===== src/inc/motor_start_consts.svh =====
// Purpose: Constants for the motor start supervision block
// Assumes: 16-bit current magnitudes, 1 ms tick derived from pclk
// Notes:   Register map is APB, one 32-bit word per register
`ifndef MOTOR_START_CONSTS_SVH
`define MOTOR_START_CONSTS_SVH

// ****************************************************************
// Register offsets
// ****************************************************************
`define REG_CTRL         12'h000
`define REG_FLC          12'h004
`define REG_TRANSITION_CURRENT_LEVEL         12'h008
`define REG_STOP_CURRENT_LEVEL         12'h00C
`define REG_TRANSITION_TIME_LIMIT         12'h010
`define REG_LRT          12'h014
`define REG_RBT          12'h018
`define REG_STATUS       12'h01C

// ****************************************************************
// Control fields
// ****************************************************************
`define CTRL_RULE_LSB    0
`define CTRL_RULE_MSB    1
`define CTRL_INCOMPLETE_SEQUENCE_CHECK_EN     2
`define CTRL_INCOMPLETE_SEQUENCE_CHECK_SEL    3
`define CTRL_ZSS_EN      4
`define CTRL_REV_OK      5

// ****************************************************************
// Reset values and timing
// ****************************************************************
`define CTRL_RST         6'h00
`define CUR_RST          16'h0000
`define TIME_RST         16'h0000
`define START_PCT        30
`define PCT_FULL         100
`define TICK_MS          1
`define CLK_MHZ          200
`define TICK_CYCLES      (`TICK_MS * `CLK_MHZ * 1000)
`define GLITCH_MS        500
`define REV_DELAY_MS     100

`endif


===== src/inc/motor_start_pkg.sv =====
// Purpose: Types for the motor start supervision block
// Assumes: Constants come from motor_start_consts.svh
// Notes:   States are one-hot
package motor_start_pkg;

	typedef enum logic [3:0]
	{
		ST_STOP  = 4'h1,
		ST_START = 4'h2,
		ST_RUN   = 4'h4,
		ST_TRIP  = 4'h8
	} op_state_t;

	typedef enum logic [1:0]
	{
		TIMED_TRANSITION    = 2'h0,
		CURRENT_TRANSITION  = 2'h1,
		EITHER_TRANSITION   = 2'h2,
		COMBINED_TRANSITION = 2'h3
	} rule_t;

endpackage


===== src/design/motor_start_unit.sv =====
// Purpose: Motor start supervision with APB register access
// Assumes: Phase magnitudes come from on-chip logic on pclk
// Notes:   Trip contact closed means contactor may be energized
//
// Our own choices: the register addresses and the APB interface to the registers.
`timescale 1ns/10ps
`include "motor_start_consts.svh"
module motor_start_unit
	import motor_start_pkg::*;
#(
	parameter int TICK_CYCLES = `TICK_CYCLES
)
(
	input  wire logic        pclk,
	input  wire logic        presetn,
	input  wire logic        psel,
	input  wire logic        penable,
	input  wire logic        pwrite,
	input  wire logic [11:0] paddr,
	input  wire logic [31:0] pwdata,
	output logic      [31:0] prdata,
	output logic             pready,
	output logic             pslverr,
	input  wire logic [15:0] phase_a,
	input  wire logic [15:0] phase_b,
	input  wire logic [15:0] phase_c,
	input  wire logic        reverse_seq,
	input  wire logic        other_trip,
	input  wire logic        report_back_pin,
	input  wire logic        zero_speed_pin,
	input  wire logic [15:0] block_time,
	output logic             series_contact,
	output logic             trip,
	output logic             trip_cmd,
	output logic             transition_fail_trip,
	output logic             report_back_run_fail,
	output logic             report_back_start_fail,
	output logic             zero_speed_trip,
	output logic             reverse_rotation_trip,
	output logic             timed_transition,
	output logic             current_transition,
	output logic             restart_blocked,
	output logic             clear_timers,
	output logic             count_start,
	output logic [1:0]       op_state_code
);

	// ************************************************************
	// Tick and pin synchronisers
	// ************************************************************
	logic       tick;
	logic [1:0] pins_s;
	logic       rb_in;
	logic       zs_in;

	tick_gen #(.CYCLES(TICK_CYCLES)) u_tick
	(
		.pclk    (pclk),
		.presetn (presetn),
		.tick    (tick)
	);

	sync2 #(.W(2)) u_sync
	(
		.pclk    (pclk),
		.presetn (presetn),
		.din     ({report_back_pin, zero_speed_pin}),
		.dout    (pins_s)
	);

	assign rb_in = pins_s[1];
	assign zs_in = pins_s[0];

	// ************************************************************
	// APB registers
	// ************************************************************
	logic [5:0]  ctrl_ff;
	logic [15:0] flc_ff;
	logic [15:0] transition_current_level_ff;
	logic [15:0] stop_current_level_ff;
	logic [15:0] transition_time_limit_ff;
	logic [15:0] lrt_ff;
	logic [15:0] rbt_ff;
	logic        restart_ff;
	logic [5:0]  nxt_ctrl;
	logic [15:0] nxt_flc;
	logic [15:0] nxt_transition_current_level;
	logic [15:0] nxt_stop_current_level;
	logic [15:0] nxt_transition_time_limit;
	logic [15:0] nxt_lrt;
	logic [15:0] nxt_rbt;
	logic        nxt_restart;
	logic        wr;
	logic        hit;
	logic [31:0] rd;
	logic [31:0] status_word;
	op_state_t   state_ff;

	assign wr      = psel && penable && pwrite;
	assign pready  = 1'b1;
	assign pslverr = psel && penable && !hit;

	always_comb
	begin
		nxt_ctrl    = ctrl_ff;
		nxt_flc     = flc_ff;
		nxt_transition_current_level    = transition_current_level_ff;
		nxt_stop_current_level    = stop_current_level_ff;
		nxt_transition_time_limit    = transition_time_limit_ff;
		nxt_lrt     = lrt_ff;
		nxt_rbt     = rbt_ff;
		nxt_restart = 1'b0;
		hit         = 1'b1;
		rd          = 32'h00000000;
		unique case (paddr)
			`REG_CTRL:   rd = {26'h0, ctrl_ff};
			`REG_FLC:    rd = {16'h0, flc_ff};
			`REG_TRANSITION_CURRENT_LEVEL:   rd = {16'h0, transition_current_level_ff};
			`REG_STOP_CURRENT_LEVEL:   rd = {16'h0, stop_current_level_ff};
			`REG_TRANSITION_TIME_LIMIT:   rd = {16'h0, transition_time_limit_ff};
			`REG_LRT:    rd = {16'h0, lrt_ff};
			`REG_RBT:    rd = {16'h0, rbt_ff};
			`REG_STATUS: rd = status_word;
			default:     hit = 1'b0;
		endcase
		if (wr && hit && paddr != `REG_STATUS)
		begin
			nxt_restart = 1'b1;
			unique case (paddr)
				`REG_CTRL: nxt_ctrl = pwdata[5:0];
				`REG_FLC:  nxt_flc  = pwdata[15:0];
				`REG_TRANSITION_CURRENT_LEVEL: nxt_transition_current_level = pwdata[15:0];
				`REG_STOP_CURRENT_LEVEL: nxt_stop_current_level = pwdata[15:0];
				`REG_TRANSITION_TIME_LIMIT: nxt_transition_time_limit = pwdata[15:0];
				`REG_LRT:  nxt_lrt  = pwdata[15:0];
				default:   nxt_rbt  = pwdata[15:0];
			endcase
		end
	end

	always_ff @(posedge pclk or negedge presetn)
	begin
		if (!presetn)
		begin
			ctrl_ff    <= `CTRL_RST;
			flc_ff     <= `CUR_RST;
			transition_current_level_ff    <= `CUR_RST;
			stop_current_level_ff    <= `CUR_RST;
			transition_time_limit_ff    <= `TIME_RST;
			lrt_ff     <= `TIME_RST;
			rbt_ff     <= `TIME_RST;
			restart_ff <= 1'b0;
			prdata     <= 32'h00000000;
		end
		else
		begin
			ctrl_ff    <= nxt_ctrl;
			flc_ff     <= nxt_flc;
			transition_current_level_ff    <= nxt_transition_current_level;
			stop_current_level_ff    <= nxt_stop_current_level;
			transition_time_limit_ff    <= nxt_transition_time_limit;
			lrt_ff     <= nxt_lrt;
			rbt_ff     <= nxt_rbt;
			restart_ff <= nxt_restart;
			prdata     <= (psel && !penable && !pwrite) ? rd : prdata;
		end
	end

	// ************************************************************
	// Current comparisons
	// ************************************************************
	logic [15:0] imax;
	logic [23:0] start_lvl;
	logic        above_start;
	logic        below_transition_current_level;
	logic        all_below_stop;
	rule_t       rule;

	assign imax = (phase_a > phase_b) ?
		((phase_a > phase_c) ? phase_a : phase_c) :
		((phase_b > phase_c) ? phase_b : phase_c);
	assign start_lvl = 24'(flc_ff * `START_PCT);
	assign above_start = 24'(imax * `PCT_FULL) > start_lvl;
	assign below_transition_current_level = imax < transition_current_level_ff;
	assign all_below_stop = phase_a < stop_current_level_ff && phase_b < stop_current_level_ff
		&& phase_c < stop_current_level_ff;
	assign rule = rule_t'(ctrl_ff[`CTRL_RULE_MSB:`CTRL_RULE_LSB]);

	// ************************************************************
	// State machine and timers
	// ************************************************************
	op_state_t   nxt_state;
	logic [15:0] t_ff;
	logic [15:0] nxt_t;
	logic [15:0] rbg_ff;
	logic [15:0] nxt_rbg;
	logic [15:0] blk_ff;
	logic [15:0] nxt_blk;
	logic        re_ff;
	logic        nxt_re;
	logic [6:0]  flags_ff;
	logic [6:0]  nxt_flags;
	logic [1:0]  ind_ff;
	logic [1:0]  nxt_ind;
	logic        t_exp;
	logic        zs_late;
	logic        rb_late;
	logic        rb_lost;
	logic        rev_due;
	logic        fault;

	assign t_exp   = t_ff >= transition_time_limit_ff;
	assign zs_late = ctrl_ff[`CTRL_ZSS_EN] && zs_in
		&& t_ff >= (lrt_ff >> 1);
	// Only at expiry; afterwards the glitch filter decides
	assign rb_late = ctrl_ff[`CTRL_INCOMPLETE_SEQUENCE_CHECK_EN] && !rb_in
		&& t_ff == rbt_ff;
	assign rb_lost = ctrl_ff[`CTRL_INCOMPLETE_SEQUENCE_CHECK_EN]
		&& rbg_ff >= 16'(`GLITCH_MS / `TICK_MS);
	assign rev_due = !ctrl_ff[`CTRL_REV_OK] && reverse_seq
		&& t_ff >= 16'(`REV_DELAY_MS / `TICK_MS);

	always_comb
	begin
		nxt_state = state_ff;
		nxt_t     = (tick && t_ff != 16'hFFFF) ? t_ff + 16'h0001 : t_ff;
		nxt_rbg   = rbg_ff;
		nxt_blk   = (tick && blk_ff != 16'h0000) ?
			blk_ff - 16'h0001 : blk_ff;
		nxt_re    = re_ff;
		nxt_flags = flags_ff;
		nxt_ind   = ind_ff;
		fault     = 1'b0;
		if ((state_ff == ST_START || state_ff == ST_RUN)
			&& t_ff >= rbt_ff)
		begin
			if (rb_in)
				nxt_rbg = 16'h0000;
			else if (tick)
				nxt_rbg = rbg_ff + 16'h0001;
		end
		unique case (state_ff)
			ST_STOP:
			begin
				if (above_start)
				begin
					nxt_state = ST_START;
					nxt_t     = 16'h0000;
					nxt_rbg   = 16'h0000;
					nxt_ind   = 2'b00;
					nxt_flags = 7'h00;
					// Open switch at start trips from start state
					nxt_flags[2] = ctrl_ff[`CTRL_ZSS_EN] && !zs_in;
				end
			end
			ST_START:
			begin
				unique case (rule)
					TIMED_TRANSITION:
						if (t_exp)
							nxt_ind = 2'b10;
					CURRENT_TRANSITION:
						if (below_transition_current_level)
							nxt_ind = 2'b01;
						else if (t_exp)
							fault = 1'b1;
					EITHER_TRANSITION:
						if (below_transition_current_level || t_exp)
							nxt_ind = {t_exp, below_transition_current_level};
					COMBINED_TRANSITION:
						if (below_transition_current_level && !t_exp)
							nxt_ind = 2'b11;
						else if (t_exp)
							fault = 1'b1;
				endcase
				if (fault)
				begin
					nxt_state    = ST_TRIP;
					nxt_flags[0] = 1'b1;
				end
				else if (nxt_ind != 2'b00)
					nxt_state = ST_RUN;
				else if (all_below_stop)
					nxt_state = ST_STOP;
			end
			ST_RUN:
			begin
				if (all_below_stop)
				begin
					nxt_state = ST_STOP;
					nxt_blk   = block_time;
				end
			end
			default:
			begin
				if (all_below_stop)
				begin
					nxt_state = ST_STOP;
					nxt_blk   = block_time;
				end
			end
		endcase
		if (state_ff == ST_START || state_ff == ST_RUN)
		begin
			if (rb_late || rb_lost)
			begin
				nxt_state = ST_TRIP;
				nxt_flags[1] = !ctrl_ff[`CTRL_INCOMPLETE_SEQUENCE_CHECK_SEL];
				nxt_flags[3] = ctrl_ff[`CTRL_INCOMPLETE_SEQUENCE_CHECK_SEL];
			end
			if (zs_late || (state_ff == ST_START && flags_ff[2]))
			begin
				nxt_state    = ST_TRIP;
				nxt_flags[2] = 1'b1;
			end
			if (rev_due)
			begin
				nxt_state    = ST_TRIP;
				nxt_flags[4] = 1'b1;
			end
			if (other_trip)
			begin
				nxt_state    = ST_TRIP;
				nxt_flags[5] = 1'b1;
			end
		end
		if (restart_ff)
		begin
			nxt_state = ST_STOP;
			nxt_re    = 1'b1;
			nxt_t     = 16'h0000;
			nxt_rbg   = 16'h0000;
			nxt_blk   = 16'h0000;
		end
		else if (state_ff == ST_RUN || nxt_state == ST_STOP)
			nxt_re = 1'b0;
	end

	always_ff @(posedge pclk or negedge presetn)
	begin
		if (!presetn)
		begin
			state_ff <= ST_STOP;
			t_ff     <= 16'h0000;
			rbg_ff   <= 16'h0000;
			blk_ff   <= 16'h0000;
			re_ff    <= 1'b0;
			flags_ff <= 7'h00;
			ind_ff   <= 2'b00;
		end
		else
		begin
			state_ff <= nxt_state;
			t_ff     <= nxt_t;
			rbg_ff   <= nxt_rbg;
			blk_ff   <= nxt_blk;
			re_ff    <= nxt_re;
			flags_ff <= nxt_flags;
			ind_ff   <= nxt_ind;
		end
	end

	// ************************************************************
	// Outputs
	// ************************************************************
	assign series_contact = state_ff != ST_TRIP;
	assign trip           = state_ff == ST_TRIP;
	assign trip_cmd       = state_ff == ST_TRIP;
	assign transition_fail_trip   = flags_ff[0];
	assign report_back_run_fail   = flags_ff[1];
	assign zero_speed_trip        = flags_ff[2];
	assign report_back_start_fail = flags_ff[3];
	assign reverse_rotation_trip  = flags_ff[4];
	assign timed_transition   = state_ff == ST_RUN && ind_ff[1];
	assign current_transition = state_ff == ST_RUN && ind_ff[0];
	assign restart_blocked    = blk_ff != 16'h0000;
	assign clear_timers       = restart_ff;
	assign count_start = state_ff == ST_STOP && nxt_state == ST_START
		&& !re_ff;
	assign op_state_code = {state_ff[2] | state_ff[3],
		state_ff[1] | state_ff[3]};
	assign status_word = {blk_ff, 3'h0, flags_ff, ind_ff,
		2'h0, op_state_code};

endmodule


===== src/design/sync2.sv =====
// Purpose: Two-flop synchroniser for a group of pin inputs
// Assumes: Inputs are slow levels
// Notes:   First stage is read only by the second
`timescale 1ns/10ps
module sync2
#(
	parameter int W = 4
)
(
	input  wire logic         pclk,
	input  wire logic         presetn,
	input  wire logic [W-1:0] din,
	output logic      [W-1:0] dout
);

	logic [W-1:0] s1_ff;
	logic [W-1:0] s2_ff;

	always_ff @(posedge pclk or negedge presetn)
	begin
		if (!presetn)
		begin
			s1_ff <= '0;
			s2_ff <= '0;
		end
		else
		begin
			s1_ff <= din;
			s2_ff <= s1_ff;
		end
	end

	assign dout = s2_ff;

endmodule


===== src/design/tick_gen.sv =====
// Purpose: Fixed-rate tick from pclk
// Assumes: Count fits in 32 bits
// Notes:   One-cycle pulse every CYCLES clocks
`timescale 1ns/10ps
module tick_gen
#(
	parameter int CYCLES = 200000
)
(
	input  wire logic pclk,
	input  wire logic presetn,
	output logic      tick
);

	logic [31:0] cnt_ff;
	logic [31:0] nxt_cnt;
	logic        tick_ff;
	logic        nxt_tick;

	always_comb
	begin
		nxt_tick = 1'b0;
		nxt_cnt  = cnt_ff + 32'h00000001;
		if (cnt_ff >= 32'(CYCLES - 1))
		begin
			nxt_cnt  = 32'h00000000;
			nxt_tick = 1'b1;
		end
	end

	always_ff @(posedge pclk or negedge presetn)
	begin
		if (!presetn)
		begin
			cnt_ff  <= 32'h00000000;
			tick_ff <= 1'b0;
		end
		else
		begin
			cnt_ff  <= nxt_cnt;
			tick_ff <= nxt_tick;
		end
	end

	assign tick = tick_ff;

endmodule


===== config.mk =====
export PLATFORM = sky130hd
export DESIGN_NAME = motor_start_unit
export DESIGN_NICKNAME = d
export VERILOG_FILES = /design/src/inc/motor_start_pkg.sv /design/src/design/motor_start_unit.sv /design/src/design/sync2.sv /design/src/design/tick_gen.sv
export VERILOG_INCLUDE_DIRS = /design/src /design/src/inc
export SDC_FILE = /design/constraint.sdc
export NUM_CORES = 1
export LEC_CHECK = 0
export BUFFER_PORTS_ARGS = -buffer_cell sky130_fd_sc_hd__buf_2
export CELL_PAD_IN_SITES_DETAIL_PLACEMENT = 1
export CELL_PAD_IN_SITES_GLOBAL_PLACEMENT = 1
export CORE_MARGIN = 1.5
export CORE_UTILIZATION = 45
export CTS_CLUSTER_SIZE = 20
export DETAILED_ROUTE_END_ITERATION = 10
export GPL_ROUTABILITY_DRIVEN = 0
export HOLD_SLACK_MARGIN = 0.08
export PLACE_DENSITY = 0.86
export SLEW_MARGIN = 20
export SYNTH_ARGS = -nofsm -noshare
export SYNTH_HDL_FRONTEND = slang
export SYNTH_SLANG_ARGS = --single-unit
export TNS_END_PERCENT = 1

===== constraint.sdc =====
create_clock -name pclk -period 11.59 [get_ports pclk]
set_input_delay 0 -clock pclk [delete_from_list [all_inputs] [get_ports pclk]]
set_output_delay 0 -clock pclk [all_outputs]
set_load 0.02 [all_outputs]

### Yosys cells after proc, flatten, opt, wreduce, memory -nomap -nowiden

Cells that the tools add are included.
W data, S select, Z words.

| word-level totals | value |
|---|---|
| memory bits (read-only) | 0 |
| memories | 0 |
| flip-flop bits (word level) | 233 |
| output and inout port bits | 49 |
| input bits | 117 |
| bits in latches | 0 |
| bits in writable memories | 0 |
| word-level logic and storage cells | 182 |

| cells by class | value |
|---|---|
| magnitude comparators | 14 |
| add/sub/neg operators | 4 |
| div/mod/pow operators | 0 |
| reductions and logical operators | 58 |
| bitwise logic cells | 3 |
| eq/ne operators | 22 |
| multipliers | 2 |
| shifts and indexed selects | 0 |
| muxes and demuxes | 58 |

Operators by type and width:

| operator | number |
|---|---|
| $mux W16 | 17 |
| $pmux W32 S8 | 1 |
| $lt A16 B16 Y1 | 4 |
| $eq A12 B5 Y1 const B | 4 |
| $gt A16 B16 Y1 | 3 |
| $mux W4 | 10 |
| $add A16 B1 Y16 const B | 2 |
| $add A32 B1 Y32 const B | 1 |
| $ge A16 B16 Y1 | 2 |
| $ge A32 B18 Y1 const B | 1 |
| $mux W32 | 1 |
| $logic_and A1 B1 Y1 | 26 |
| $eq A12 B4 Y1 const B | 2 |
| $gt A23 B21 Y1 | 1 |
| $mul A16 B5 Y21 const B | 1 |
| $mul A16 B4 Y20 const B | 1 |
| $eq A16 B16 Y1 | 1 |
| $ge A16 B15 Y1 | 1 |
| $ge A16 B7 Y1 const B | 1 |
| $ge A16 B9 Y1 const B | 1 |
| $ne A16 B16 Y1 const B | 1 |
| $reduce_and A2 Y1 | 8 |
| $reduce_bool A16 Y1 | 1 |
| $sub A16 B1 Y16 const B | 1 |
| 29 further kinds | 69 |

### Longest topological paths before layout

| depth | value |
|---|---|
| depth after elaboration | 21 |
| mapped depth | 40 |
| depth with buffers taken out | 36 |

### Modules after synthesis

Synthesis repeated with hierarchy kept, for this count alone.

| second synthesis, totals | value |
|---|---|
| cells, all modules | 1879 |
| area total of the unflattened synthesis | 17454.2 um2 |

Modules (own cells, without submodules):

| module | cells an instance | times used | sequential area each (um2) | area each (um2) |
|---|---|---|---|---|
| motor_start_unit | 1757 | 1 | 4906.0 | 16005.4 |
| tick_gen | 118 | 1 | 825.8 | 1348.8 |
| sync2 | 4 | 1 | 100.1 | 100.1 |

### Worst setup path after synthesis

Ideal clock, no wire load.

| timing | value |
|---|---|
| path kind | input -> output |
| from | input port phase_b[10] |
| to | output port count_start |
| setup slack | 3647 ps |
| required time | 11590 ps |
| data arrival time | 7943 ps |
| stages | 37 |
| buffers on the path | 3 |
| path through | inv_1 ha_1 nand4_1 or4_1 o221ai_1 and2_4 buf_6 nand2b_1 clkbuf_1 clkbuf_1 o22ai_1 a31oi_1 ha_1 ha_1 inv_1 fa_1 inv_1 ha_1 nand3_1 o211ai_1 nor2b_1 nor2_1 a21o_1 a21oi_1 o21ai_0 a21oi_1 xnor2_1 ha_1 nand2_1 nor2_1 nand3_1 or3_1 o221a_2 and4_1 a22oi_1 nand2_1 a2111oi_0 |

| on the way | value |
|---|---|
| word-level cells in the longest chain between the ends | 21 |
| elaborated cells between the ends (all ways) | 36 |
| classes of those cells | 1 x mul; 5 x order compare; 1 x eq/ne; 22 x mux; 7 x reduce/logical |

Ends and longest elaborated chain:

| element | RTL line | text |
|---|---|---|
| start, declared | motor_start_unit.sv:25 | `input wire logic [15:0] phase_b,` |
| parallel branches: the longest is 11 deep, another holds $gt A23 B21 Y1 | -- |  |
| $pmux W4 S2 (*) | motor_start_unit.sv:242 | `unique case (state_ff)` |
| $mux W4 | motor_start_unit.sv:305 | `if (rb_late \|\| rb_lost)` |
| $mux W4 | motor_start_unit.sv:311 | `if (zs_late \|\| (state_ff == ST_START && flags_ff[2]))` |
| $mux W4 | motor_start_unit.sv:316 | `if (rev_due)` |
| $mux W4 | motor_start_unit.sv:321 | `if (other_trip)` |
| $mux W4 (*) | motor_start_unit.sv:303 | `if (state_ff == ST_START \|\| state_ff == ST_RUN)` |
| $mux W4 (*) | motor_start_unit.sv:327 | `if (restart_ff)` |
| $eq A4 B2 Y1 (*) | motor_start_unit.sv:378 | `assign count_start = state_ff == ST_STOP && nxt_state == ST_START` |
| $logic_and A1 B1 Y1 (*) | motor_start_unit.sv:378 |  |
| $logic_and A1 B1 Y1 (*) | motor_start_unit.sv:379 | `&& !re_ff;` |
| end, declared | motor_start_unit.sv:44 | `output logic count_start,` |

Every way passes the cells marked *. The select of a mux whose other input is x is not followed.

### Worst setup path after layout

| timing | value |
|---|---|
| from | input port phase_c[13] |
| to | output port count_start |

| on the way | value |
|---|---|
| word-level cells in the longest chain between the ends | 21 |
| elaborated cells between the ends (all ways) | 36 |
| classes of those cells | 1 x mul; 5 x order compare; 1 x eq/ne; 23 x mux; 6 x reduce/logical |

Ends and longest elaborated chain:

| element | RTL line | text |
|---|---|---|
| start, declared | motor_start_unit.sv:26 | `input wire logic [15:0] phase_c,` |
| parallel branches: the longest is 11 deep, another holds $gt A23 B21 Y1 | -- |  |
| $pmux W4 S2 (*) | motor_start_unit.sv:242 |  |
| $mux W4 | motor_start_unit.sv:305 |  |
| $mux W4 | motor_start_unit.sv:311 |  |
| $mux W4 | motor_start_unit.sv:316 |  |
| $mux W4 | motor_start_unit.sv:321 |  |
| $mux W4 (*) | motor_start_unit.sv:303 |  |
| $mux W4 (*) | motor_start_unit.sv:327 |  |
| $eq A4 B2 Y1 (*) | motor_start_unit.sv:378 |  |
| $logic_and A1 B1 Y1 (*) | motor_start_unit.sv:378 |  |
| $logic_and A1 B1 Y1 (*) | motor_start_unit.sv:379 |  |

Marks and branches as above.

==> summary.md <==
| Metric | Value |
|---|---|
| Die ar. | `0.0407 sq mm` |
| Run status | `finished clean` |
| Metal-1 WL | `25,500 microns` |
| Final setup TNS | `0 ps` |
| RSZ-0062 raised after global routing | `false` |
| Pwr dens | `167 mW/mm^2` |
| Post-synthesis mux area share | `0.0490` |
| Worst-Skew Late Latency | `560 ps` |
| Count of non-filler cells in the finished layout | `2,622` |
| DP Worst Slack | `1550 ps` |
| Worst slew pin tran | `1080 ps` |
| Routed vias | `16,590` |
| Post-route DRC | `0` |
| Final Cycle Share | `0.908` |
| Kind of critical path | `in2out` |
| Clock-pin slew on the worst setup and hold paths | `70 ps` |
| Largest net degree at the start of global routing | `90` |
| Critical Path Sink Type | `output pin` |
| Setup bufs post-CTS | `0` |
| Critical path's slowest cell | `a2111oi_0` |
| First-pass GRT wire length | `103,000 microns` |
| H-Tree Depth | `1` |
| Final hold violations | `0` |
| Fin nets | `2,500` |
| WL per Instance | `25.1 microns` |
| 1st-iter DRT viols | `1,316` |
| Post-synth EDFFs | `0` |
| Initial core utilization | `0.458` |
| Most frequent cells in the layout | `254 x ha_1, 232 x dfrtp_1, 187 x nand2_1` |
| Final HPWL DP | `46,200 microns` |
| Maximum clock rate | `0.0950 GHz` |
| Max rail drop VDD | `114 uV` |
| Worst Setup Slack, final | `1070 ps` |
| Post-Syn Area | `0.0178 sq mm` |
| Final antenna-violating net count | `0` |
| #FFs+latches synth | `233` |
| Final setup fails | `0` |
| Synth top area share | `0.327` |
| # rows | `72` |
| CP required | `11,590 ps` |
| Post-synth top area cell | `dfrtp_1` |
| CP Max Fanout | `26` |
| Num CTS Buffers | `22` |
| Initial antenna violation count | `3` |
| Crit path top cell by count | `ha_1` |
| Commonest non-fill, non-tap cell in the layout | `ha_1` |
| Uppermost layer routed | `met5` |
| Total wire length | `65,800 microns` |
| Syn_area_per_cell | `9.33 sq um` |
| Critical Path Start Type | `primary input` |
| Hold Slack | `58.4 ps` |
| Core region area | `0.0388 sq mm` |
| Pins Over Slew Limit | `0` |
| Clock sinks | `233` |
| Fill count | `4,437` |
| Top post-synthesis cells by area | `dfrtp_1 33%, ha_1 18%, fa_1 4.5%, nand2_1 3.9%, mux2_2 3.9%` |
| Met3 WL post-DR | `4630 microns` |
| Cells after synthesis | `1,904` |
| Synth unique cells | `76` |
| Layout cells sized above 1 | `0.136` |
| Max incr delay on CP | `1000 ps` |
| CTS root buf | `clkbuf_16` |
| Synth Area in Adders | `0.224` |
| Main synth FF type | `dfrtp_1` |
| Synthesis Warnings | `0` |
| Simple-Gate Fraction of Synth Area | `0.156` |
| Die Y | `202 microns` |
| Ys async rst share | `1.00` |
| Placed insts | `2,542` |
| 1st-pass router iterations | `8` |
| Compound-Gate Fraction of Synth Area | `0.154` |
| Vias/cell | `6.33` |
| Largest family of logic cells by synthesized area | `adder cells` |
| WP data arrival | `10,520 ps` |
| Tot GR Track Use | `0.324` |
| CTS tree | `built` |
| Port bufs | `148` |
| Fin Clk Skew | `26.4 ps` |
| Register area share after synthesis | `0.328` |
| Pleak | `10.1 nW` |
| Max-slew headroom | `0.264` |
| GRT overflow | `0` |
| Area grow syn2layout | `14.4%` |
| XOR/XNOR Fraction of Synth Area | `0.0419` |
| Vias in the first global route | `18,212` |
| Min Tclk post-route | `10,520 ps` |
| Max cap viols | `0` |
| Hold crit path type | `in2async` |
| Met2 WL post-DR | `30,900 microns` |
| Max clock buf depth | `3` |
| Io pins | `166` |
| Die outline width | `202 microns` |
## kinds of logic after synthesis
family / count (synthesis)
compound gates: 424
xor+xnor: 85
fa+ha+maj: 294
buf+inv: 213
flops: 233
mux: 78
other cells: 2
simple gates: 575
## timing repair
action | CTS | global route
hold buffers | 41 | 0
gates resized for setup | 0 | 0
hold endpoints to repair | 216 | 0
endpoints found under the setup margin | 0 | 0
## cell type report
| type | instances | area (sq um) | area share |
|---|---|---|---|
| diodes | 1 | 2.50 | 0.000123 |
| clock buffers | 34 | 687 | 0.0338 |
| clock inverters | 4 | 95.1 | 0.00468 |
| inverters | 159 | 597 | 0.0294 |
| multi-input cells | 1471 | 11200 | 0.551 |
| flip-flops and latches | 233 | 5830 | 0.287 |
| well taps | 518 | 648 | 0.0319 |
| repair buffers | 202 | 1260 | 0.0621 |
## cells in the mapped netlist (4+ instances only)
cell	number
nor2b_1	14
nor4_1	16
o21bai_1	8
xor2_1	44
nand4_1	41
o211ai_1	12
inv_1	159
dfrtp_1	232
a22oi_1	7
a31oi_1	18
mux2_2	62
o2111ai_1	7
and4_1	7
ha_1	254
or2_2	4
o211a_1	4
nor3_1	48
nor2_1	109
nand2_1	187
nand2b_1	17
xnor2_1	41
nand3_1	64
nor2_2	10
o21a_1	21
mux2i_1	15
a221oi_1	18
clkbuf_1	46
o21ai_0	130
and2_1	8
a2111oi_0	4
and3_1	15
or3_1	13
or4_1	8
a21oi_1	80
a21o_1	32
o22ai_1	16
a221o_1	8
fa_1	40
a22o_1	4
buf_1	4
a211oi_1	21
a222oi_1	5
## report_power, final
part           internal (mW)  switching, mW  leakage, nW
clock                  0.474          0.349        0.385
combinational          0.617           1.02         6.81
sequential             0.862         0.0681         2.90
## metrics by stage
stage          utilization  total power, mW  instance area (sq um)
3_5_place_dp         0.493             2.46                  19100
6_report             0.523             3.39                  20300
5_1_grt              0.523             3.57                  20300
3_3_place_gp         0.492             2.34                  19100
4_1_cts              0.523             3.29                  20300
2_1_floorplan            -             1.99                  17800
## worst max-delay path: cells and delay by family
family                     cells  cell delay [ps]
and+or+nand+nor               15             4250
AOI/OAI and AO/OA             10             3430
adders and majority gates      6             2170
buffers and inverters          3              500
xor gates and xnor gates       1              110
## sequential cells by signal, summed over array words and instances (netlist names), 2 cells and up
signal / cells
prdata: 32
u_tick.cnt_ff: 32
blk_ff: 16
flc_ff: 16
lrt_ff: 16
rbg_ff: 16
rbt_ff: 16
stop_current_level_ff: 16
t_ff: 16
transition_current_level_ff: 16
transition_time_limit_ff: 16
ctrl_ff: 6
flags_ff: 6
state_ff: 4
ind_ff: 2
u_sync.dout: 2
u_sync.s1_ff: 2
## path summary, 6_finish.rpt
| path | endpoint | slack, ps | depth (start not counted) | startpoint |
|---|---|---|---|---|
| setup / recovery | count_start | 1070 | 35 | phase_c[13] |
| hold / removal | prdata[19] | 60 | 2 | presetn |
| setup reg to reg | ind_ff[0] | 3660 | 24 | flc_ff[0] |
| hold reg to reg | u_sync.dout[0] | 370 | 0 | u_sync.s1_ff[0] |
| max in group asynchronous | lrt_ff[11] | 10010 | 3 | presetn |
| min in group pclk | u_sync.s1_ff[0] | 120 | 2 | zero_speed_pin |
## routing by layer
layer / vias to the layer above / track usage
li1: 7189 / -
met1: 8274 / 0.388
met2: 803 / 0.537
met3: 322 / 0.0662
met4: 2 / 0.196
met5: - / 0
Power figures use the tool's default switching activity.
